File: config.mk
export PLATFORM = sky130hd
export DESIGN_NAME = sbg_status_bit_gen
export DESIGN_NICKNAME = d
export VERILOG_FILES = /design/src/design/sbg_pkg.sv /design/src/design/sbg_status_bit_gen.sv
export SDC_FILE = /design/constraint.sdc
export NUM_CORES = 1
export LEC_CHECK = 0
export BUFFER_PORTS_ARGS = -buffer_cell sky130_fd_sc_hd__buf_2
export CORE_MARGIN = 4
export CORE_UTILIZATION = 53
export DETAILED_ROUTE_END_ITERATION = 16
export PLACE_DENSITY = 0.85
export SYNTH_ARGS = -nofsm -noshare
export SYNTH_HDL_FRONTEND = slang
export SYNTH_SLANG_ARGS = --single-unit
File: constraint.sdc
create_clock -name clk_i -period 3.8 [get_ports clk_i]
set_input_delay 0.76 -clock clk_i [delete_from_list [all_inputs] [get_ports clk_i]]
set_output_delay 0.76 -clock clk_i [all_outputs]
set_load 0.005 [all_outputs]
File: src/design/sbg_pkg.sv
// sbg_pkg: constants for the transmit status bit generator
// assumes a wishbone slave with 32-bit data, byte addresses = 4 x register index
package sbg_pkg;
    // register indices as printed; byte address is four times the index
    localparam logic [7:0] IDX_CONTROL_ZERO   = 8'h1e;
    localparam logic [7:0] IDX_CONTROL_ONE    = 8'h1f;
    localparam logic [7:0] IDX_CATEGORY       = 8'h20;
    localparam logic [7:0] IDX_SOURCE_CHANNEL = 8'h21;
    localparam logic [7:0] IDX_RATE_ACCURACY  = 8'h22;
    localparam logic [7:0] IDX_WORD_LENGTH    = 8'h23;
    localparam logic [7:0] IDX_STATUS         = 8'h24;
    // reset values
    localparam logic [7:0] RST_CONTROL_ZERO   = 8'h00;
    localparam logic [7:0] RST_CONTROL_ONE    = 8'h00;
    localparam logic [7:0] RST_CATEGORY       = 8'h00;
    localparam logic [7:0] RST_SOURCE_CHANNEL = 8'h00;
    localparam logic [7:0] RST_RATE_ACCURACY  = 8'h31;
    localparam logic [7:0] RST_WORD_LENGTH    = 8'h0b;
    // control zero field positions
    localparam int POS_SRC_LO       = 0;
    localparam int POS_SRC_HI       = 1;
    localparam int POS_STAT_OVR     = 2;
    localparam int POS_VAL_OVR      = 4;
    localparam int POS_VAL_SUB0     = 5;
    localparam int POS_VAL_SUB1     = 6;
    // source number / channel number field positions
    localparam int POS_SUB1_CHANNEL_NUMBER_LO    = 4;
    localparam int POS_SUB2_CHANNEL_NUMBER_LO    = 6;
    // channel status geometry
    localparam int CS_BLOCK_LEN     = 192;
    localparam int CS_USED_BITS     = 40;
    localparam int CS_CHNUM_LO      = 20;
    localparam int CS_CHNUM_HI      = 23;
    typedef enum logic [1:0] {
        SBG_SRC_RECEIVER,
        SBG_SRC_ADC,
        SBG_SRC_SECONDARY,
        SBG_SRC_PRIMARY
    } sbg_src_t;
endpackage

File: src/design/sbg_status_bit_gen.sv
// sbg_status_bit_gen: validity, user, channel status and parity per sub-frame
// assumes a frame sequencer on clk_i that pulses sub_strobe_i once per sub-frame
// with the receiver's recovered bits and the payload parity already valid
//
// Operation
// - validity is zero by default
// - receiver source repeats recovered validity
// - validity override uses per-sub-frame settings first
// - user bit is zero by default
// - receiver source repeats recovered user bit
// - one status bit per sub-frame, 192-frame blocks
// - only first 40 status bits configured
// - both sub-frames equal except bits 23:20
// - receiver status repeated unless override set
// - parity gives even parity over sub-frame
// - status bit 0 is consumer flag
// - status bit 1 is non-pcm flag
// - status bit 2 is copy flag
// - status bits 5:3 hold emphasis code
// - status bits 7:6 hold status mode
// - status bits 15:8 hold category
// - channel numbers at 21:20 and 23:22
// - status bits 27:24 hold sample rate code
// - status bits 29:28 hold clock accuracy
// - two-bit source select picks frame origin
//
// Added by the designer: the Wishbone register port.
`timescale 1ns/1ps
module sbg_status_bit_gen
(
    input  wire logic        clk_i,
    input  wire logic        rst_i,
    // classic wishbone slave
    input  wire logic        wb_cyc_i,
    input  wire logic        wb_stb_i,
    input  wire logic        wb_we_i,
    input  wire logic [31:0] wb_adr_i,
    input  wire logic [31:0] wb_dat_i,
    input  wire logic [3:0]  wb_sel_i,
    output logic      [31:0] wb_dat_o,
    output logic             wb_ack_o,
    output logic             wb_err_o,
    // sub-frame timing from the frame sequencer
    input  wire logic        sub_strobe_i,
    input  wire logic        sub_index_i,
    input  wire logic        block_start_i,
    input  wire logic        payload_parity_i,
    // bits recovered by the receiver for this sub-frame
    input  wire logic        rx_validity_i,
    input  wire logic        rx_user_i,
    input  wire logic        rx_status_i,
    // bits to insert
    output logic             validity_o,
    output logic             user_o,
    output logic             status_o,
    output logic             parity_o,
    output logic             bits_valid_o,
    output logic      [1:0]  tx_source_select_o
);

    logic [7:0] ctrl_zero_reg;
    logic [7:0] ctrl_one_reg;
    logic [7:0] category_reg;
    logic [7:0] src_chan_reg;
    logic [7:0] rate_acc_reg;
    logic [7:0] word_len_reg;
    logic [7:0] frame_pos_reg;
    logic [7:0] frame_pos_next;
    logic       ack_reg;
    logic       err_reg;
    logic [31:0] rdata_reg;
    logic       validity_reg;
    logic       user_reg;
    logic       status_reg;
    logic       parity_reg;
    logic       bits_valid_reg;

    // word address of a register index; upper address bits must be zero to hit
    function automatic logic [29:0] word_of(input logic [7:0] idx);
        return {22'h000000, idx};
    endfunction

    // register bus decode
    // a request is taken only while no answer is out, so a held strobe is not answered in two cycles in a row
    wire        bus_req    = wb_cyc_i && wb_stb_i && !ack_reg && !err_reg;
    wire [29:0] word_index = wb_adr_i[31:2];
    wire        hit_c0     = (word_index == word_of(sbg_pkg::IDX_CONTROL_ZERO));
    wire        hit_c1     = (word_index == word_of(sbg_pkg::IDX_CONTROL_ONE));
    wire        hit_cat    = (word_index == word_of(sbg_pkg::IDX_CATEGORY));
    wire        hit_sc     = (word_index == word_of(sbg_pkg::IDX_SOURCE_CHANNEL));
    wire        hit_ra     = (word_index == word_of(sbg_pkg::IDX_RATE_ACCURACY));
    wire        hit_wl     = (word_index == word_of(sbg_pkg::IDX_WORD_LENGTH));
    wire        hit_st     = (word_index == word_of(sbg_pkg::IDX_STATUS));
    wire        hit_any    = hit_c0 || hit_c1 || hit_cat || hit_sc || hit_ra || hit_wl || hit_st;
    // only byte lane 0 carries data; other lanes are ignored
    wire        wr_lane0   = bus_req && wb_we_i && wb_sel_i[0];

    logic [7:0] rd_mux;
    always_comb
    begin
        if (hit_c0)
            rd_mux = ctrl_zero_reg;
        else if (hit_c1)
            rd_mux = ctrl_one_reg;
        else if (hit_cat)
            rd_mux = category_reg;
        else if (hit_sc)
            rd_mux = src_chan_reg;
        else if (hit_ra)
            rd_mux = rate_acc_reg;
        else if (hit_wl)
            rd_mux = word_len_reg;
        else if (hit_st)
            rd_mux = frame_pos_reg;
        else
            rd_mux = 8'h00;
    end

    always_ff @(posedge clk_i)
    begin
        if (rst_i)
        begin
            ack_reg   <= 1'b0;
            err_reg   <= 1'b0;
            rdata_reg <= 32'h00000000;
        end
        else
        begin
            ack_reg   <= bus_req && hit_any;
            err_reg   <= bus_req && !hit_any;
            rdata_reg <= {24'h000000, rd_mux};
        end
    end

    // configuration registers; status word is read only
    always_ff @(posedge clk_i)
    begin
        if (rst_i)
        begin
            ctrl_zero_reg <= sbg_pkg::RST_CONTROL_ZERO;
            ctrl_one_reg  <= sbg_pkg::RST_CONTROL_ONE;
            category_reg  <= sbg_pkg::RST_CATEGORY;
            src_chan_reg  <= sbg_pkg::RST_SOURCE_CHANNEL;
            rate_acc_reg  <= sbg_pkg::RST_RATE_ACCURACY;
            word_len_reg  <= sbg_pkg::RST_WORD_LENGTH;
        end
        else if (wr_lane0)
        begin
            if (hit_c0)
                ctrl_zero_reg <= wb_dat_i[7:0];
            if (hit_c1)
                ctrl_one_reg <= wb_dat_i[7:0];
            if (hit_cat)
                category_reg <= wb_dat_i[7:0];
            if (hit_sc)
                src_chan_reg <= wb_dat_i[7:0];
            if (hit_ra)
                rate_acc_reg <= wb_dat_i[7:0];
            if (hit_wl)
                word_len_reg <= wb_dat_i[7:0];
        end
    end

    // control fields
    wire [1:0] tx_source_select       = ctrl_zero_reg[sbg_pkg::POS_SRC_HI:sbg_pkg::POS_SRC_LO];
    wire       from_receiver          = (tx_source_select == 2'(sbg_pkg::SBG_SRC_RECEIVER));
    wire       status_override_enable = ctrl_zero_reg[sbg_pkg::POS_STAT_OVR];
    wire       validity_override_enable = ctrl_zero_reg[sbg_pkg::POS_VAL_OVR];
    wire       validity_value_sub0    = ctrl_zero_reg[sbg_pkg::POS_VAL_SUB0];
    wire       validity_value_sub1    = ctrl_zero_reg[sbg_pkg::POS_VAL_SUB1];
    wire [1:0] sub1_channel_number    = src_chan_reg[sbg_pkg::POS_SUB1_CHANNEL_NUMBER_LO +: 2];
    wire [1:0] sub2_channel_number    = src_chan_reg[sbg_pkg::POS_SUB2_CHANNEL_NUMBER_LO +: 2];

    // named status fields; consumer flag, mode and emphasis are sent as written,
    // software keeps them legal since no hardware check would help a receiver
    wire       pro_consumer_flag      = ctrl_one_reg[0];
    wire       non_pcm_flag           = ctrl_one_reg[1];
    wire       copy_permit_flag       = ctrl_one_reg[2];
    wire [2:0] emphasis_code          = ctrl_one_reg[5:3];
    wire [1:0] status_mode_code       = ctrl_one_reg[7:6];
    wire [7:0] category_field         = category_reg;
    wire [3:0] source_number_field    = src_chan_reg[3:0];
    wire [3:0] sample_rate_code       = rate_acc_reg[3:0];
    wire [1:0] clock_accuracy_code    = rate_acc_reg[5:4];
    wire       max_sample_length_flag = word_len_reg[0];
    wire [2:0] sample_length_code     = word_len_reg[3:1];
    wire [3:0] original_rate_code     = word_len_reg[7:4];

    // 40-bit configured status image; bits 23:20 are filled per sub-frame below
    wire [39:0] status_common = {original_rate_code,
                                 sample_length_code,
                                 max_sample_length_flag,
                                 2'b00,
                                 clock_accuracy_code,
                                 sample_rate_code,
                                 4'h0,
                                 source_number_field,
                                 category_field,
                                 status_mode_code,
                                 emphasis_code,
                                 copy_permit_flag,
                                 non_pcm_flag,
                                 pro_consumer_flag};

    // replace bits 23:20 with the sub-frame's own channel number
    function automatic logic [39:0] with_chnum(input logic [39:0] img, input logic [1:0] num);
        logic [39:0] r;
        r = img;
        r[sbg_pkg::CS_CHNUM_HI:sbg_pkg::CS_CHNUM_LO] = {num, num};
        return r;
    endfunction

    // each sub-frame carries its own number in both channel number slots
    wire [39:0] status_sub0 = with_chnum(status_common, sub1_channel_number);
    wire [39:0] status_sub1 = with_chnum(status_common, sub2_channel_number);

    // frame position within the block, shared by both sub-frame blocks
    wire at_block_start = sub_strobe_i && block_start_i && !sub_index_i;
    wire [7:0] cur_pos  = at_block_start ? 8'h00 : frame_pos_reg;

    always_comb
    begin
        frame_pos_next = frame_pos_reg;
        if (sub_strobe_i && sub_index_i)
        begin
            if (cur_pos == 8'(sbg_pkg::CS_BLOCK_LEN - 1))
                frame_pos_next = 8'h00;
            else
                frame_pos_next = cur_pos + 8'h01;
        end
        else if (at_block_start)
            frame_pos_next = 8'h00;
    end

    logic cfg_status_bit;
    logic val_bit;
    logic user_bit;
    logic stat_bit;

    // register image bit for this position; only the first 40 positions carry content
    always_comb
    begin
        cfg_status_bit = 1'b0;
        if (cur_pos < 8'(sbg_pkg::CS_USED_BITS))
        begin
            if (sub_index_i)
                cfg_status_bit = status_sub1[cur_pos[5:0]];
            else
                cfg_status_bit = status_sub0[cur_pos[5:0]];
        end
    end

    // validity: override first, then receiver, else valid
    always_comb
    begin
        val_bit = 1'b0;
        if (validity_override_enable)
        begin
            if (sub_index_i)
                val_bit = validity_value_sub1;
            else
                val_bit = validity_value_sub0;
        end
        else if (from_receiver)
            val_bit = rx_validity_i;
    end

    // user data cannot be configured, so only the receiver supplies it
    always_comb
    begin
        user_bit = 1'b0;
        if (from_receiver)
            user_bit = rx_user_i;
    end

    // status override only counts while the receiver is the source
    always_comb
    begin
        stat_bit = cfg_status_bit;
        if (from_receiver && !status_override_enable)
            stat_bit = rx_status_i;
    end
    // even parity over payload, v, u, c
    wire par_bit  = payload_parity_i ^ val_bit ^ user_bit ^ stat_bit;

    always_ff @(posedge clk_i)
    begin
        if (rst_i)
        begin
            frame_pos_reg  <= 8'h00;
            validity_reg   <= 1'b0;
            user_reg       <= 1'b0;
            status_reg     <= 1'b0;
            parity_reg     <= 1'b0;
            bits_valid_reg <= 1'b0;
        end
        else
        begin
            frame_pos_reg  <= frame_pos_next;
            bits_valid_reg <= sub_strobe_i;
            if (sub_strobe_i)
            begin
                validity_reg <= val_bit;
                user_reg     <= user_bit;
                status_reg   <= stat_bit;
                parity_reg   <= par_bit;
            end
        end
    end

    assign wb_ack_o           = ack_reg;
    assign wb_err_o           = err_reg;
    assign wb_dat_o           = rdata_reg;
    assign validity_o         = validity_reg;
    assign user_o             = user_reg;
    assign status_o           = status_reg;
    assign parity_o           = parity_reg;
    assign bits_valid_o       = bits_valid_reg;
    assign tx_source_select_o = tx_source_select;

endmodule

# ---- Word level (Yosys, flattened, before mapping)
# Cells that the tools add are included.
# W data, S select, Z words.
dict set report classes {
  eq_ne 8
  addsub 1
  n_reduce_logical 29
  n_mux 21
  n_lt_le_gt_ge 2
  bitwise 3
}
# cell count
set op_table {}
lappend op_table {{$eq A30 B6 Y1 const B} 5}
lappend op_table {{$mux W8} 10}
lappend op_table {{$eq A30 B5 Y1 const B} 2}
lappend op_table {{$bmux W1 S6} 2}
lappend op_table {{$reduce_and A2 Y1} 6}
lappend op_table {{$logic_and A1 B1 Y1} 11}
lappend op_table {{$mux W1} 9}
lappend op_table {{$add A8 B1 Y8 const B} 1}
lappend op_table {{$eq A8 B8 Y1 const B} 1}
lappend op_table {{$lt A8 B6 Y1 const B} 1}
lappend op_table {{$lt A6 B7 Y1 const B} 1}
lappend op_table {{$logic_or A1 B1 Y1} 6}
lappend op_table {{$logic_not A1 Y1} 5}
lappend op_table {{$xor A1 B1 Y1} 3}
lappend op_table {{$logic_not A2 Y1} 1}
dict set report word_totals {
  register_bits 95
  output_inout_bits 41
  inputBits 80
}

# ---- Depth between registers and ports, before layout
dict set report depth {
  ltp_word 9
  mapped_depth 11
  mapped_depth_nobuf 10
}

# ---- Least setup slack after synthesis
# No wires, ideal clock.
dict set report synth_timing {
  path_type {input -> register}
  from {input port wb_adr_i[27]}
  to {register src_chan_reg[7]}
  arrival_ps 2463
  setup_ps 128
  path_stages 6
  setup_slack_ps 1210
  required_time_ps 3672
  path_cell_list {nor4_2 -> nand4_2 -> or3_4 -> nor4_4 -> mux2i_1 -> nor2_1}
}
dict set report synth_via {
  elab_chain_len 2
}
# item line_no
set synth_lines {}
lappend synth_lines {{from (decl)} sbg_status_bit_gen.sv:37} ;# input wire logic [31:0] wb_adr_i,
lappend synth_lines {{$eq A30 B6 Y1} sbg_status_bit_gen.sv:90} ;# wire hit_sc = (word_index == word_of(sbg_pkg::IDX_SOURCE_CHANNEL));
lappend synth_lines {{$reduce_and A2 Y1 (no source line)} n/a}
lappend synth_lines {{to (signal assigned)} sbg_status_bit_gen.sv:143} ;# src_chan_reg <= sbg_pkg::RST_SOURCE_CHANNEL;
lappend synth_lines {{to (signal assigned)} sbg_status_bit_gen.sv:156} ;# src_chan_reg <= wb_dat_i[7:0];
lappend synth_lines {{to (decl)} sbg_status_bit_gen.sv:64} ;# logic [7:0] src_chan_reg;
# No other way between the ends.
# A chain may end at the register's enable or synchronous reset.

# ---- Worst setup path in the final report
dict set report layout_timing {
  from {input port wb_adr_i[31]}
  to {register word_len_reg[7]}
}
dict set report layout_via {
  elab_chain_len 2
}
# item line_no
set layout_lines {}
lappend layout_lines {{$eq A30 B6 Y1} sbg_status_bit_gen.sv:92} ;# wire hit_wl = (word_index == word_of(sbg_pkg::IDX_WORD_LENGTH));
lappend layout_lines {{$reduce_and A2 Y1 (no source line)} n/a}
lappend layout_lines {{to (signal assigned)} sbg_status_bit_gen.sv:145} ;# word_len_reg <= sbg_pkg::RST_WORD_LENGTH;
lappend layout_lines {{to (signal assigned)} sbg_status_bit_gen.sv:160} ;# word_len_reg <= wb_dat_i[7:0];
lappend layout_lines {{to (decl)} sbg_status_bit_gen.sv:66} ;# logic [7:0] word_len_reg;
# No other way between the ends.

==> flow_summary.toml <==
[run_status]
status = "completed"

[power]
pwr_density_cell_nw_per_um2 = 340
leakagePower_nw = 1.70
swShare = 0.242
clockPowerShare = 0.415
p_comb_frac = 0.079
max-vdd-ir-drop_v = 0.000313
p_switching_mw = 0.362
internal_power_mw = 1.13
p_seq_frac = 0.506

[worst_setup_path]
timing.rr.start = "frame_pos_reg[0]"
crit_chain = "buf_2 > nor4_2 > nand4_2 > nor4_2 > nand3_1 > nor2_4 > mux2i_1 > nor2_1"
cp.depth = 8
critPathSlowestCell = "nand3_1"
r2r_setup_slack_ns = 1.26
cp_max_fo = 11
start_kind = "input port"
reg2reg_depth = 7
crit_buf_inv = 1
worstPathArrival_ns = 3.12
cp_top_family = "simple AND/OR/NAND/NOR gates"
cp_common_cell = "nor4_2"
worstSetupPathType = "input port to register"
cp-endpoint = "word_len_reg[7]"
critPathMaxStageDelay_ns = 0.54
worstPathRequired_ns = 4.02
r2r-end = "parity_o"
setup.worst_path.start = "wb_adr_i[31]"
end_kind = "register"

[detailed_routing]
drtIter0Drc = 457
wl_per_cell_um = 17.1
num_vias = 3621
vias_per_cell = 5.80
drtAntennaViolNets = 0
drc = 0
first_pass_iters = 5
totalWireLength_um = 10700

[placement]
dpl.hpwl_um = 8150
portBuffers = 67
place_congestion = 0.979

[floorplanning]
pin_count = 121
fp.dieH_um = 94.0
start_util = 0.544
dieArea_um2 = 8840
rows = 31
core_area_um2 = 7210
die_w_um = 94.0

[clock_network]
cts_hold_buf = 0
clock_latency_ns = 0.35
cts.sinks = 71
cts_root_buf = "clkbuf_8"
cts_resized = 0
htree_levels = 3
cts_setup_buffers = 0
tritoncts = "yes"
cts_buffer_depth = 2
cts_buffers = 9
cts.reportedPaths.clkPinSlew_ns = 0.07

[grt]
grt_pass1_vias = 3412
grt_max_degree = 28
grt_overflow_total = 0
grtUsageTotal = 0.251
antenna_found_initial = 0
grt_first_pass_wirelength_um = 17100

[logic_synthesis]
synth-seq-area-share = 0.362
synthFlopType = "dfxtp_1"
synth-edff-count = 0
syn_area_um2 = 3920
syn_inst = 468
ys_ff_latch = 71
syn_avg_cell_area_um2 = 8.38
synthArstFlopShare = 0
synth_cell_types = 57
yosysWarningCount = 0

[cells_and_area]
area_growth_syn_to_layout_pct = 12.2
drive_above_1_share = 0.204
final_nets = 602
n_antenna_cell = 0
fill_cells = 670

[timing]
max_freq_mhz = 345
worst_slew_pin_slew_ns = 0.867
tns_ns = 0
finalHoldViolCount = 0
post-route-period-util = 0.762
min_period_ns = 2.90
fin_skew_ns = 0.00818
whs_ns = 0.460
setup_viol_count_final = 0
slew_viol_final = 0
slew_headroom = 0.421
rsz0062_at_grt = "false"

[job]
maxCapViolCount = 0

[min_path]
worst_hold_path_type = "register to register"
-- worst register-to-register path, delay by kind of cell, from the launching register on --
family / cells / cell delay [ns]
multiplexers: 2 / 0.96
flip-flops: 1 / 0.89
AO/OA/AOI/OAI: 4 / 0.52
AND/OR/NAND/NOR: 1 / 0.10
-- kinds of logic after synthesis --
logic type                 count (synthesis)  synth area share
AOI/OAI and AO/OA                         74             0.130
buffers and inverters                     62            0.0874
and+or+nand+nor                          201             0.256
xor gates and xnor gates                   6            0.0134
other                                      1          0.000956
adders and majority gates                  1           0.00319
muxes                                     52             0.146
DFF                                       71             0.362
-- final cells by class --
class / count / area (µm²) / share of cell area
clock buffer: 11 / 151 / 0.0344
clock inverter: 4 / 53.8 / 0.0122
inverter: 9 / 33.8 / 0.00767
multi-input combinational: 358 / 2240 / 0.510
sequential: 71 / 1420 / 0.323
tap: 99 / 124 / 0.0281
timing repair buffer: 72 / 373 / 0.0847
-- placed cells by master, fill, tap and decap left out, types with 2 or more instances in the layout --
cell type / count
xor2_1: 3
and3b_1: 2
a22oi_1: 2
mux4_2: 4
clkbuf_8: 11
nor3_1: 14
buf_4: 5
buf_2: 67
a22o_1: 2
nand2b_1: 8
nand3_1: 29
o21ai_0: 7
o2111a_1: 4
a21o_1: 3
dfxtp_1: 71
a211oi_1: 5
nor4_1: 6
nor2b_1: 2
clkinvlp_4: 2
mux2i_1: 45
o22ai_1: 3
nor2_1: 56
inv_1: 9
xnor2_1: 3
a21oi_1: 25
o221ai_1: 4
nand3b_1: 4
mux2_2: 2
o211ai_1: 2
conb_1: 24
and3_1: 2
a31oi_1: 2
nor4_2: 5
nand2_1: 60
a221oi_1: 7
-- routing by layer --
metal | GRT usage | part of all wire | wire length [µm] | up-vias
li1 | - | - | - | 1712
met1 | 0.330 | 0.41 | 4410 | 1692
met2 | 0.398 | 0.47 | 5000 | 186
met3 | 0.0513 | 0.084 | 902 | 31
met4 | 0.112 | 0.035 | 370 | 0
met5 | 0 | 0 | 0 | -
-- power groups by stage --
stage | Combinational, mW | Sequential (mW) | Clock [mW]
5_1_grt | 0.130 | 0.757 | 0.660
4_1_cts | 0.117 | 0.756 | 0.630
2_1_floorplan | 0.0853 | 0.769 | 0
3_5_place_dp | 0.117 | 0.773 | 0
6_report | 0.118 | 0.756 | 0.621
3_3_place_gp | 0.114 | 0.773 | 0
-- through the flow --
| stage | utilization | power [mW] | area [µm²] | setup slack (ns) | instances |
|---|---|---|---|---|---|
| CTS | 0.610 | 1.50 | 4400 | 0.951 | 624 |
| global route | 0.610 | 1.55 | 4400 | 0.705 | 624 |
| detailed placement | 0.582 | 0.890 | 4200 | 0.581 | 609 |
| floorplan | - | 0.854 | 4010 | 1.21 | 491 |
| finish | 0.610 | 1.50 | 4400 | 0.903 | 624 |
| global placement | 0.582 | 0.887 | 4200 | 0.612 | 609 |
-- cell usage after synthesis (2+ instances only) --
library cell / instances / area (µm²)
xor2_1: 3 / 26.3
clkbuf_1: 19 / 71.3
nor3_1: 14 / 70.1
a21oi_1: 25 / 125
o211ai_1: 2 / 15.0
nand2b_1: 8 / 50.1
o221ai_1: 4 / 35.0
and3b_1: 2 / 17.5
o21ai_0: 7 / 35.0
nand3b_1: 4 / 30.0
a221oi_1: 7 / 61.3
xnor2_1: 3 / 26.3
buf_4: 27 / 203
o22ai_1: 3 / 18.8
nor2_1: 56 / 210
and3_1: 2 / 12.5
nor4_1: 6 / 37.5
buf_2: 7 / 35.0
a211oi_1: 5 / 37.5
a22oi_1: 2 / 15.0
nand2_1: 60 / 225
a31oi_1: 2 / 12.5
mux2_2: 2 / 22.5
a22o_1: 2 / 17.5
nand3_1: 29 / 145
mux2i_1: 45 / 450
o2111a_1: 4 / 45.0
dfxtp_1: 71 / 1420
inv_1: 9 / 33.8
a21o_1: 3 / 22.5
nor4_2: 5 / 62.6
mux4_2: 4 / 90.1
nor2b_1: 2 / 12.5
-- worst min path at each step --
stage | from | to | slack, ns | depth (start not counted)
finish | ctrl_zero_reg[7] | ctrl_zero_reg[7] | 0.46 | 2
global route | ctrl_zero_reg[3] | ctrl_zero_reg[3] | 0.49 | 2
CTS | ctrl_zero_reg[7] | ctrl_zero_reg[7] | 0.46 | 2
detailed placement | ctrl_zero_reg[7] | ctrl_zero_reg[7] | 0.45 | 2
global placement | ctrl_zero_reg[7] | ctrl_zero_reg[7] | 0.45 | 2
floorplan | ctrl_zero_reg[7] | wb_dat_o[7] | 0.43 | 2
Note: power is estimated with default switching activity, not from simulation.
